<file path="config.mk">
export PLATFORM = sky130hd
export DESIGN_NAME = fic_floppy_glue
export DESIGN_NICKNAME = d
export VERILOG_FILES = /design/src/verilog/fic_pkg.sv /design/src/verilog/fic_floppy_glue.sv
export SDC_FILE = /design/constraint.sdc
export NUM_CORES = 1
export LEC_CHECK = 0
export BUFFER_PORTS_ARGS = -buffer_cell sky130_fd_sc_hd__buf_2
export CAP_MARGIN = 20
export CORE_ASPECT_RATIO = 1.25
export CORE_MARGIN = 5
export CORE_UTILIZATION = 45
export CTS_CLUSTER_DIAMETER = 30
export CTS_CLUSTER_SIZE = 16
export DETAILED_ROUTE_END_ITERATION = 16
export PLACE_DENSITY = 0.88
export SLEW_MARGIN = 20
export SYNTH_ARGS = -nofsm -noshare
export SYNTH_HDL_FRONTEND = slang
export SYNTH_SLANG_ARGS = --single-unit
</file>
<file path="constraint.sdc">
create_clock -name refClk -period 2.6 [get_ports refClk]
set_clock_uncertainty 0.2 [all_clocks]
set_input_delay 0 -clock refClk [delete_from_list [all_inputs] [get_ports refClk]]
set_output_delay 0 -clock refClk [all_outputs]
set_load 0.02 [all_outputs]
</file>
<file path="src/verilog/fic_pkg.sv">
package fic_pkg;
  // Byte addresses seen by the processor
  localparam logic [23:0] ADDR_STATUS_COMMAND = 24'hff8000;
  localparam logic [23:0] ADDR_TRACK = 24'hff8001;
  localparam logic [23:0] ADDR_SECTOR = 24'hff8002;
  localparam logic [23:0] ADDR_DATA = 24'hff8003;
  localparam logic [23:0] ADDR_BOARD_CTRL = 24'hff8004;
  // Field positions in board_control_status
  localparam int BIT_XFER_IRQ_EN = 7;
  localparam int BIT_DATA_REQ = 7;
  localparam int BIT_CMD_DONE = 6;
  localparam int BIT_DRIVE_OK = 5;
  localparam int BIT_MOTOR = 4;
  localparam int BIT_SIDE = 3;
  localparam int BIT_DENSITY = 2;
  localparam int BIT_UNIT1 = 1;
  localparam int BIT_UNIT0 = 0;
  // Reset value of the write-only control bits
  localparam logic [7:0] CTRL_RESET = 8'h00;
  // Data rates selected by the density bit, in bits per second
  localparam int RATE_FM_BPS = 125000;
  localparam int RATE_MFM_BPS = 250000;
endpackage : fic_pkg
</file>
<file path="src/verilog/fic_floppy_glue.sv">
// Notes on behaviour
// - Four consecutive byte addresses from base reach the disk controller's registers.
// - Base: read status, write command; then track, sector, data read/write.
// - Board register is 8 bits; reads never return written values.
// - Write-only board bits clear on hardware reset and software system reset.
// - Read bit 7 mirrors the controller data request line.
// - Read bit 6 mirrors the controller command-done request.
// - Command-done always raises level 5 interrupt, removed when request clears.
// - Read bit 5 low when selected drive ready; option forces low.
// - Write bit 7 enables the level 7 interrupt only, not the flag.
// - Level 7 interrupt only while data request high and enable set.
// - Write bit 4 ORed with controller motor request drives motor line.
// - Write bit 3 picks side; indicator lit while bit is zero.
// - Write bit 2 drives controller density input directly; zero means double.
// - Write bits 1 and 0 select drive 1 and drive 0.
// - Density bit gives FM at lower rate or MFM at higher rate.
// - Each drive select out asserts only with its bit and motor on.
module fic_floppy_glue
(
  input wire logic refClk,
  input wire logic nrst,
  input wire logic softResetN,
  input wire logic [23:0] cpuAddr,
  input wire logic cpuSel,
  input wire logic cpuWrite,
  input wire logic [7:0] cpuWdata,
  output logic [7:0] cpuRdata,
  output logic cpuAck,
  output logic [1:0] fdcAddr,
  output logic fdcSelN,
  output logic fdcWriteN,
  output logic [7:0] fdcWdata,
  input wire logic [7:0] fdcRdata,
  input wire logic dataRequestIn,
  input wire logic cmdCompleteIn,
  input wire logic spindleRequestOut,
  output logic doubleRateEnableInN,
  input wire logic driveReadyN,
  input wire logic noReadyOption,
  input wire logic [4:0] senseSwitch,
  output logic motorOn,
  output logic sideSelect,
  output logic sideLedOn,
  output logic unit0Select,
  output logic unit1Select,
  output logic irqLevel5,
  output logic irqLevel7
);

  logic [7:0] ctrl_r;
  logic [2:0] drqSync_r;
  logic [2:0] intSync_r;
  logic [2:0] rdySync_r;
  logic [2:0] moSync_r;
  logic dataRequestFlag_r;
  logic cmdCompleteReq_r;
  logic driveRdyN_r;
  logic spindleReq_r;
  logic [7:0] cpuRdata_nxt;
  logic hitFdc;
  logic hitBoard;
  logic combinedMotor;

  // Address decode: controller window is four bytes, board register one
  assign hitFdc = cpuSel && (cpuAddr[23:2] == fic_pkg::ADDR_STATUS_COMMAND[23:2]);
  assign hitBoard = cpuSel && (cpuAddr == fic_pkg::ADDR_BOARD_CTRL);

  // Controller strobes pass straight through; low two bits pick the register
  assign fdcAddr = cpuAddr[1:0];
  assign fdcSelN = ~hitFdc;
  assign fdcWriteN = ~(hitFdc && cpuWrite);
  assign fdcWdata = cpuWdata;
  assign cpuAck = cpuSel;

  // Write-only control bits; either reset source clears them
  always_ff @(posedge refClk or negedge nrst)
  begin
    if (!nrst)
      ctrl_r <= fic_pkg::CTRL_RESET;
    else if (!softResetN)
      ctrl_r <= fic_pkg::CTRL_RESET;
    else if (hitBoard && cpuWrite)
      ctrl_r <= cpuWdata;
  end

  // Pin synchronisers; a change counts when the last two stages agree
  always_ff @(posedge refClk or negedge nrst)
  begin
    if (!nrst)
    begin
      drqSync_r <= 3'h0;
      intSync_r <= 3'h0;
      rdySync_r <= 3'h7;
      moSync_r <= 3'h0;
    end
    else
    begin
      drqSync_r <= {drqSync_r[1:0], dataRequestIn};
      intSync_r <= {intSync_r[1:0], cmdCompleteIn};
      rdySync_r <= {rdySync_r[1:0], driveReadyN};
      moSync_r <= {moSync_r[1:0], spindleRequestOut};
    end
  end

  // Filtered copies of the controller and drive lines
  always_ff @(posedge refClk or negedge nrst)
  begin
    if (!nrst)
    begin
      dataRequestFlag_r <= 1'b0;
      cmdCompleteReq_r <= 1'b0;
      driveRdyN_r <= 1'b1;
      spindleReq_r <= 1'b0;
    end
    else
    begin
      if (drqSync_r[2] == drqSync_r[1])
        dataRequestFlag_r <= drqSync_r[2];
      if (intSync_r[2] == intSync_r[1])
        cmdCompleteReq_r <= intSync_r[2];
      if (rdySync_r[2] == rdySync_r[1])
        driveRdyN_r <= rdySync_r[2];
      if (moSync_r[2] == moSync_r[1])
        spindleReq_r <= moSync_r[2];
    end
  end

  // Drive and controller control lines
  assign combinedMotor = ctrl_r[fic_pkg::BIT_MOTOR] | spindleReq_r;
  assign motorOn = combinedMotor;
  assign unit0Select = ctrl_r[fic_pkg::BIT_UNIT0] & combinedMotor;
  assign unit1Select = ctrl_r[fic_pkg::BIT_UNIT1] & combinedMotor;
  assign sideSelect = ctrl_r[fic_pkg::BIT_SIDE];
  assign sideLedOn = ~ctrl_r[fic_pkg::BIT_SIDE];
  // Bit high means single density FM; the controller input is active low
  assign doubleRateEnableInN = ctrl_r[fic_pkg::BIT_DENSITY];

  // Interrupts: level 5 cannot be masked, level 7 is gated by the enable
  assign irqLevel5 = cmdCompleteReq_r;
  assign irqLevel7 = dataRequestFlag_r & ctrl_r[fic_pkg::BIT_XFER_IRQ_EN];

  // Read mux; the board register returns live status, never ctrl_r
  always_comb
  begin
    cpuRdata_nxt = 8'h00;
    if (hitFdc)
      cpuRdata_nxt = fdcRdata;
    else if (hitBoard)
    begin
      cpuRdata_nxt[fic_pkg::BIT_DATA_REQ] = dataRequestFlag_r;
      cpuRdata_nxt[fic_pkg::BIT_CMD_DONE] = cmdCompleteReq_r;
      // Ready is only meaningful with a drive selected and spinning
      cpuRdata_nxt[fic_pkg::BIT_DRIVE_OK] = noReadyOption ? 1'b0 :
        ~((unit0Select | unit1Select) & ~driveRdyN_r);
      cpuRdata_nxt[4:0] = senseSwitch;
    end
  end

  // Read data held in a flop so the bus sees a stable byte
  always_ff @(posedge refClk or negedge nrst)
  begin
    if (!nrst)
      cpuRdata <= 8'h00;
    else
      cpuRdata <= cpuRdata_nxt;
  end
endmodule : fic_floppy_glue

</file>
==> run summary, run 1 <==
* **result of the run** complete, no violations
* **commonest cells in the netlist** dfrtp_1, buf_4, nor2_1, nand4_1
* **chain of cells forming the critical path** buf_2 > and4bb_1 > and2_1 > a22oi_1 > dlygate4sd3_1 > nor2_1 > dlygate4sd3_1
* **residual antenna-violating net count after detailed routing** 0
* **Setup CP Type** primary input to flop
* **IO Port Bufs** 79
* **post-synthesis register bit count** 30
* **routed wirelength normalized by instance count** 15.47 um
* **DRT Wirelength** 3977 um
* **number of max-cap violations** 0
* **Iter 0 DRT Violations** 44
* **clock tree root driver cell** clkbuf_4
* **number of top-level design ports** 84
* **power per standard cell area** 434.9 nW/um^2
* **startpoint class of the critical path** primary input
* **worst stage delay on the critical path** 590 ps
* **quantity of gates resized following cts** 0
* **synthesized netlist net count** 167
* **critical path buffer and inverter count** 3
* **initial antenna violation count** 0
* **pin slew with the least headroom to its limit** 651.8 ps
* **number of hold violations in the final report** 0
* **number of antenna diodes** 0
* **maximum buffer depth of the clock tree** 2
* **Post-synth EDFFs** 0
* **placeable core region** 2890 um^2
* **starting utilization of the core area** 46.02%
* **synthesized instance count** 112
* **endpoint required time on the critical path** 2650 ps
* **total half-perimeter wirelength after legalization and detailed placement** 2540 um
* **Critical Path Fanout Max** 8
* **combinational family with the most area after synthesis** simple AND/OR/NAND/NOR gates
* **mean post-synth cell area** 11.88 um^2
* **post-route minimum period** 2008 ps
* **maximum number of pins on one net before global-route repair** 31
* **number of clock sinks** 30
* **Most Frequent Cell on Critical Path** dlygate4sd3_1
* **area of the mapped netlist** 1330 um^2
* **CP delay by family, top** buffers and inverters
* **full die area** 4150 um^2
* **Die Y-Extent** 70.79 um
* **sequential cell area fraction in the yosys report** 56.82%
* **slew margin rel.** 56.54%
* **post-route non-filler standard cell count** 257
* **yosys synthesis warning count** 0
* **multiplexer area fraction after synthesis** 0%
* **post-synthesis adder-cell area fraction** 3.010%
* **share of the synthesized netlist area taken by xor and xnor gates** 0%
* **Simple-Gate Fraction of Synth Area** 20.60%
* **number of rows created at floorplan** 22
* **number of nets in the final layout** 275
* **growth of design area from synthesis to finish** 57.10%
* **via density per instance** 5.121
* **cell with the most instances after synthesis** dfrtp_1
* **flip-flop cell with the highest count after synthesis** dfrtp_1
* **Total Neg Setup Slack** 0 ps
* **Max Transition Viols Final** 0
* **biggest area consumer among synthesized cells** dfrtp_1
* **global-route wire length before repair** 6410 um
* **final clock period utilization by the worst path** 77.24%
* **quantity of hold-fixing buffers added after cts** 37
* **fraction of layout instances using a drive strength above 1** 44.34%
* **CP max-delay cell** dlygate4sd3_1
* **overall global routing resource usage** 20.66%
* **unrepaired setup endpoints after global routing** false
* **CTS clock-pin slew for the worst setup and hold paths** 90 ps
* **async set-reset flop share out of synthesis** 100.0%
* **proportion of netlist area held by the largest area contributor** 48.92%
* **number of global-route vias before repair** 1467
* **insertion delay of the later-clocked pin in the worst-skew pair** 320 ps
* **maximum achievable frequency** 498.0 MHz
* **final estimated routing congestion in global placement** 0.8302
* **fraction of the mapped netlist area in compound gates** 9.501%
* **First-pass DRT Iterations** 4
* **H-tree levels** 2
* **total setup buffers inserted after CTS** 0
* **number of cells after detailed placement** 212
* **Crit path arrival time** 2060 ps
* **number of distinct standard cells referenced by the synthesized netlist** 27
* **number of setup violations in the final report** 0
* **remaining routing DRC violations** 0
* **routed vias** 1316
* **clock buffers created by TritonCTS** 5
* **path type of the worst min-delay path** primary input to flop
* **leakage power of the design** 1.026 nW
* **most area-consuming cells after synthesis** dfrtp_1, dfstp_2, buf_4
* **CTS tree** done
* **final global-route overflow total** 0
* **Die Span X** 58.63 um
* **Peak VDD IR** 0.4196 mV
* **crit path capture type** flop
## path summary, 6_finish.rpt
check                                         end                startpoint  slack (ps)  cells past startpoint
hold / removal              cpuRdata[7]$_DFF_PN0_               cpuAddr[19]          20                      4
min in group asynchronous   moSync_r[0]$_DFF_PN0_                      nrst          50                      2
hold reg to reg            intSync_r[1]$_DFF_PN0_    intSync_r[0]$_DFF_PN0_         160                      0
max in group asynchronous   irqLevel5$_DFFE_PN0N_                      nrst        1710                      2
setup / recovery            cpuRdata[2]$_DFF_PN0_                cpuAddr[3]         590                      7
setup reg to reg            cpuRdata[5]$_DFF_PN0_  spindleReq_r$_DFFE_PN0N_         850                      4
## sequential cells by signal, indices dropped and copies added (netlist names)
signal / count
cpuRdata: 8
ctrl_r: 6
dataRequestFlag_r: 1
driveRdyN_r: 1
drqSync_r: 3
intSync_r: 3
irqLevel5: 1
moSync_r: 3
rdySync_r: 3
spindleReq_r: 1
## cell families after synthesis
group           Yosys count
buf+inv                  21
fa+ha+maj                 4
flops                    30
compound gates           21
simple gates             36
## per-layer routing
| metal | part of all wire, % | up-vias | track usage, % |
|---|---|---|---|
| met5 | 0 | - | 0 |
| met2 | 55 | 80 | 39.75 |
| met4 | 2.6 | 0 | 10.33 |
| met3 | 8.2 | 9 | 4.197 |
| li1 | - | 602 | - |
| met1 | 34 | 625 | 19.88 |
## worst register-to-register path: stages, from the launching register on
cell and delay [ps]:
dfrtp_1 390, nor2_1 240, o311ai_1 140, a21oi_1 150, dlygate4sd3_1 570
## stage by stage
step / instance area, um^2 / worst slack (ps) / hold slack (ps) / utilization, % / power (mW)
2_1_floorplan: 1330 / 1384 / -495.6 / - / 0.5496
3_3_place_gp: 1659 / 1126 / -199.9 / 57.40 / 0.5999
3_5_place_dp: 1659 / 1096 / -199.9 / 57.40 / 0.6031
4_1_cts: 2090 / 634.2 / 0.4573 / 72.29 / 0.9160
5_1_grt: 2090 / 437.0 / 14.50 / 72.29 / 0.9474
6_report: 2090 / 591.9 / 19.18 / 72.29 / 0.9088
## cell usage in the layout (no fill, tap or decap), drive strengths merged
cell	instances
maj3	4
o311ai	1
buf	79
a22oi	7
nor2	9
nor4	2
nor2b	2
clkbuf	7
and2	4
nand4	9
dfrtp	26
and4	2
nand2	1
nor3b	1
nor4b	1
o21ai	6
a21oi	7
dlygate4sd3	37
clkinv	1
or2	1
inv	6
nand3	1
dfstp	4
and4bb	1
and3	2
## power breakdown
part / internal [mW] / switching (mW)
logic: 0.0718 / 0.0640
clock network: 0.131 / 0.149
registers: 0.485 / 0.00811
## cell type report
cell class	instances	area, um^2
clock inverters	1	5.005
flip-flops and latches	30	755.7
multi-input cells	61	440.4
fillers	208	800.8
well taps	36	45.04
repair buffers	116	765.7
inverters	6	22.52
clock buffers	7	55.05
Note: power is estimated with default switching activity, not from simulation.
==> run 2: changes to the inputs <==
Settings changed: CORE_UTILIZATION 45 to 38, PLACE_DENSITY 0.88 to 0.8.
Clock period 2.6 ns to 1.8 ns, I/O delays scaled along.
==> run 2 against run 1 <==
Net effect:
- critical path depth decreased by 1
- first-iteration DRC count increased by 34%
- global-route usage decreased by 5.2 points
- wire length decreased by 5.6%
- sequential power increased by 45%
- sequential share of layout area decreased by 0.72 points
- largest cell class is now flip-flops and latches
==> run summary, run 2 (synthesis gave the netlist of run 1 again) <==
* **Iter 0 DRT Violations** 59
* **Die Span X** 62.92 um
* **final global-route overflow total** 0
* **CTS clock-pin slew for the worst setup and hold paths** 60 ps
* **Max Transition Viols Final** 0
* **Area after DPL** 1663 um^2
* **leakage power of the design** 1.039 nW
* **number of clock sinks** 30
* **final estimated routing congestion in global placement** 0.8983
* **hold path depth** 2
* **CP max-delay cell** dlygate4sd3_1
* **overall global routing resource usage** 15.45%
* **total power consumption of the routed design** 1.555 mW
* **Total Neg Setup Slack** 0 ps
* **chain of cells forming the critical path** buf_2 > nor4_2 > and2_1 > nand4_1 > a21oi_1 > dlygate4sd3_1
* **slew margin rel.** 57.83%
* **power dissipated by switching net loads** 342.1 uW
* **reg-to-reg endpoint** cpuRdata[7]$_DFF_PN0_
* **number of flip-flops in the largest register** 8
* **initial antenna violation count** 0
* **power per standard cell area** 729.5 nW/um^2
* **proportion of power drawn by flip-flops and latches** 45.9%
* **maximum buffer depth of the clock tree** 2
* **filler cell count in the final layout** 283
* **starting utilization of the core area** 38.85%
* **result of the run** complete, no violations
* **final clock period utilization by the worst path** 94.28%
* **number of max-cap violations** 0
* **total setup buffers inserted after CTS** 0
* **endpoint required time on the critical path** 1810 ps
* **First-pass DRT Iterations** 4
* **startpoint class of the critical path** primary input
* **global-route wire length before repair** 6092 um
* **number of cells after detailed placement** 215
* **metal1 wirelength** 1456 um
* **routed wirelength normalized by instance count** 14.49 um
* **worst reg2reg path depth** 3
* **routed vias** 1263
* **fraction of power spent switching nets** 22.00%
* **worst stage delay on the critical path** 570 ps
* **portion of total power attributed to combinational logic** 12.6%
* **commonest non-fill, non-tap cells in the layout** buf_2, dlygate4sd3_1, dfrtp_1, nor2_1, nand4_1
* **Critical Path Fanout Max** 8
* **most flop-heavy register** cpuRdata
* **post-route minimum period** 1697 ps
* **full die area** 4791 um^2
* **uppermost layer routed** met4
* **Setup CP Type** primary input to flop
* **Non-Filler Cell Area, Final** 2132 um^2
* **unrepaired setup endpoints after global routing** false
* **minimum setup slack after placement** 279.4 ps
* **Peak VDD IR** 0.6721 mV
* **most common cell after layout, fill and taps aside** buf_2
* **clock buffers created by TritonCTS** 5
* **via density per instance** 4.876
* **worst slack on hold paths** 39.31 ps
* **Worst R2R Start** dataRequestFlag_r$_DFFE_PN0N_
* **startpoint of the worst setup timing path** cpuAddr[5]
* **number of nets in the final layout** 274
* **maximum number of pins on one net before global-route repair** 31
* **largest registers in the final layout** cpuRdata x8, ctrl_r x6
* **growth of design area from synthesis to finish** 60.30%
* **quantity of gates resized following cts** 0
* **crit path capture type** flop
* **routed wl met3** 187 um
* **internal portion of total power** 1.213 mW
* **worst-case setup margin in the final layout** 103.0 ps
* **maximum achievable frequency** 589.3 MHz
* **number of hold violations in the final report** 0
* **fraction of layout instances using a drive strength above 1** 45.00%
* **Die Y-Extent** 76.15 um
* **clock share of power** 41.5%
* **placeable core region** 3423 um^2
* **IO Port Bufs** 79
* **met2 WL** 2089 um
* **number of setup violations in the final report** 0
* **remaining routing DRC violations** 0
* **endpoint of the worst setup timing path** ctrl_r[4]$_DFFE_PN0P_
* **number of global-route vias before repair** 1377
* **insertion delay of the later-clocked pin in the worst-skew pair** 270 ps
* **number of top-level design ports** 84
* **number of antenna diodes** 0
* **post-layout util** 62.28%
* **H-tree levels** 2
* **residual antenna-violating net count after detailed routing** 0
* **DRT Wirelength** 3754 um
* **CTS tree** done
* **clock tree root driver cell** clkbuf_8
* **reg-to-reg setup timing slack** 320 ps
* **total half-perimeter wirelength after legalization and detailed placement** 2555 um
* **post-route non-filler standard cell count** 259
* **pin slew with the least headroom to its limit** 632.6 ps
* **path type of the worst min-delay path** primary input to output port
* **Crit path arrival time** 1710 ps
* **number of rows created at floorplan** 24
## run 2: how the worst min path moves through the flow
stage | start | endpoint
4_1_cts | cpuAddr[19] | cpuRdata[0]$_DFF_PN0_
3_5_place_dp | cpuWdata[5] | fdcWdata[5]
6_report | cpuAddr[0] | fdcAddr[0]
5_1_grt | cpuAddr[0] | fdcAddr[0]
3_3_place_gp | cpuWdata[5] | fdcWdata[5]
2_1_floorplan | nrst | cpuRdata[0]$_DFF_PN0_
## run 2: layout make-up
cell class	count	area [um^2]	share of cell area, %
Sequential cell	30	755.7	35.45
Clock inverter	3	40.04	1.878
Timing Repair Buffer	115	755.7	35.45
Clock buffer	5	68.82	3.228
Tap cell	39	48.80	2.289
Multi-Input combinational cell	61	440.4	20.66
Inverter	6	22.52	1.056
## run 2: worst max-delay path, delay by kind of cell
kind | cells | cell delay [ps]
and+or+nand+nor | 3 | 840
buffers and inverters | 2 | 670
AOI/OAI and AO/OA | 1 | 180
## run 2: power by group through the flow
stage	Combinational, mW	Clock [mW]	Sequential, mW
after floorplan	0.0690	0	0.725
after detailed placement	0.145	0	0.726
after global placement	0.142	0	0.724
after CTS	0.194	0.664	0.714
after global routing	0.214	0.692	0.717
final	0.196	0.646	0.714
## run 2: repair_timing
item | CTS | global route
hold buffers | 36 | 0
setup endpoints to repair | 0 | 0
hold endpoints to repair | 50 | 0
## run 2: per-layer routing
layer / track usage, % / vias up
li1: - / 599
met2: 28.34 / 38
met5: 0 / -
met3: 5.752 / 4
met1: 16.45 / 622
met4: 3.397 / 0
==> run 3: changes to the inputs <==
Settings changed: ABC_CLOCK_PERIOD_IN_PS from default to 2100, CORE_UTILIZATION 38 to 45, PLACE_DENSITY 0.8 to 0.88, REMOVE_ABC_BUFFERS from default to 1.
Clock period 1.8 ns to 2.1 ns, I/O delays scaled along.
==> run 3 against run 2 <==
Net effect:
- the flow now finishes with violations (setup timing)
- non-clock buffer count grew 6
- count of clock-buffer cells in the layout is 3 higher
- sequential cell count stayed put
- highest routed layer unchanged
- critical path depth grew 1
- critical path type unchanged
- combinational power fell by 12%
- register-to-register slack is essentially flat
- global-route usage increased by 8.2 points
- final area up 0.35%
- critical endpoint is now cpuRdata[1]$_DFF_PN0_
- sequential share of layout area is 0.12 points lower
- sequential power shrank 14%
==> run summary, run 3 (synthesis gave the netlist of run 1 again) <==
* **placeable core region** 2890 um^2
* **insertion delay of the later-clocked pin in the worst-skew pair** 330 ps
* **number of antenna diodes** 0
* **overall global routing resource usage** 23.68%
* **routed wl met3** 355 um
* **violated checks** setup timing
* **fraction of layout instances using a drive strength above 1** 43.36%
* **startpoint class of the critical path** primary input
* **Setup CP Type** primary input to flop
* **total setup buffers inserted after CTS** 0
* **number of max-cap violations** 0
* **worst-case setup margin in the final layout** -58.06 ps
* **uppermost layer routed** met4
* **largest registers in the final layout** cpuRdata x8, ctrl_r x6
* **clock buffers created by TritonCTS** 5
* **remaining routing DRC violations** 0
* **maximum number of pins on one net before global-route repair** 31
* **most common cell after layout, fill and taps aside** buf_2
* **number of nets in the final layout** 280
* **clock tree root driver cell** clkbuf_4
* **Crit path arrival time** 2220 ps
* **total power consumption of the routed design** 1.141 mW
* **routed wirelength normalized by instance count** 17.76 um
* **Die Y-Extent** 70.79 um
* **H-tree levels** 2
* **leakage power of the design** 1.028 nW
* **met2 WL** 2571 um
* **path type of the worst min-delay path** primary input to asynchronous set/reset pin
* **power per standard cell area** 533.1 nW/um^2
* **IO Port Bufs** 79
* **number of global-route vias before repair** 1529
* **growth of design area from synthesis to finish** 60.87%
* **crit path capture type** flop
* **number of hold violations in the final report** 0
* **First-pass DRT Iterations** 5
* **result of the run** finished with violations
* **via density per instance** 5.202
* **final estimated routing congestion in global placement** 0.8133
* **endpoint required time on the critical path** 2160 ps
* **number of top-level design ports** 84
* **Area after DPL** 1659 um^2
* **total half-perimeter wirelength after legalization and detailed placement** 2570 um
* **Non-Filler Cell Area, Final** 2140 um^2
* **routed vias** 1363
* **global-route wire length before repair** 7396 um
* **Iter 0 DRT Violations** 57
* **Peak VDD IR** 0.5572 mV
* **post-route minimum period** 2158 ps
* **reg-to-reg setup timing slack** 310 ps
* **maximum buffer depth of the clock tree** 2
* **Total Neg Setup Slack** -58.06 ps
* **number of flip-flops in the largest register** 8
* **initial antenna violation count** 0
* **commonest non-fill, non-tap cells in the layout** buf_2, dlygate4sd3_1, dfrtp_1, nor2_1, nand4_1
* **Max Transition Viols Final** 0
* **CTS clock-pin slew for the worst setup and hold paths** 100 ps
* **residual antenna-violating net count after detailed routing** 0
* **Die Span X** 58.63 um
* **Critical Path Fanout Max** 8
* **Worst R2R Start** spindleReq_r$_DFFE_PN0N_
* **DRT Wirelength** 4652 um
* **number of rows created at floorplan** 22
* **number of setup violations in the final report** 1
* **worst reg2reg path depth** 4
* **CTS tree** done
* **starting utilization of the core area** 46.02%
* **metal1 wirelength** 1545 um
* **pin slew with the least headroom to its limit** 650.1 ps
* **reg-to-reg endpoint** cpuRdata[5]$_DFF_PN0_
* **most flop-heavy register** cpuRdata
* **number of clock sinks** 30
* **final global-route overflow total** 0
* **full die area** 4150 um^2
* **maximum achievable frequency** 463.4 MHz
* **slew margin rel.** 56.66%
* **final clock period utilization by the worst path** 102.8%
==> run 3: changes by cell type in the layout (fill, tap and decap cells not counted), sizes merged <==
cell / delta
bufinv: -1
dlygate4sd3: +6
clkbuf: +3
clkinv: -2
==> run 3: area by class of cell <==
class                   instances  area [um^2]
repair buffers                121        815.8
inverters                       6        22.52
well taps                      36        45.04
fillers                       188        750.7
flip-flops and latches         30        755.7
multi-input cells              61        441.7
clock buffers                   8        58.81
==> run 3: worst max-delay path by stage <==
stage	end	startpoint	cells after the start
floorplan	fdcWriteN	cpuAddr[5]	4
global placement	fdcWriteN	cpuAddr[5]	6
detailed placement	fdcWriteN	cpuAddr[5]	6
CTS	cpuRdata[7]$_DFF_PN0_	dataRequestFlag_r$_DFFE_PN0N_	4
global route	cpuRdata[1]$_DFF_PN0_	cpuAddr[3]	7
finish	cpuRdata[1]$_DFF_PN0_	cpuAddr[1]	7
==> run 3: worst max-delay path, cell delays in order <==
cell and delay [ps]:
buf_2 110, and4bb_1 360, and2_2 280, a22oi_1 90
dlygate4sd3_1 590, nor2_1 210, dlygate4sd3_1 590
==> run 3: where the power goes <==
part           internal, mW  switching [mW]
registers             0.600          0.0106
clock network         0.165           0.193
logic                0.0895          0.0824
total                 0.855           0.286
==> run 3: routing by layer <==
| metal | up-vias | track usage (%) |
|---|---|---|
| met5 | - | 0 |
| met2 | 80 | 42.86 |
| met3 | 17 | 6.204 |
| met4 | 0 | 8.564 |
| li1 | 614 | - |
| met1 | 652 | 26.00 |
==> run 3: what timing repair did <==
action / in CTS / in global routing
hold buffers: 43 / 0
setup endpoints to repair: 0 / 6
hold endpoints to repair: 50 / 0
gates resized for setup: 0 / 1
==> run 3: metrics by stage <==
stage	setup slack (ps)	utilization (%)	hold WS, ps	instances
6_report	-58.06	74.03	14.53	262
3_5_place_dp	571.9	57.40	-199.9	212
4_1_cts	93.94	74.33	2.572	263
5_1_grt	-12.05	74.03	24.02	262
2_1_floorplan	770.8	-	-495.6	97
3_3_place_gp	633.5	57.40	-199.9	212
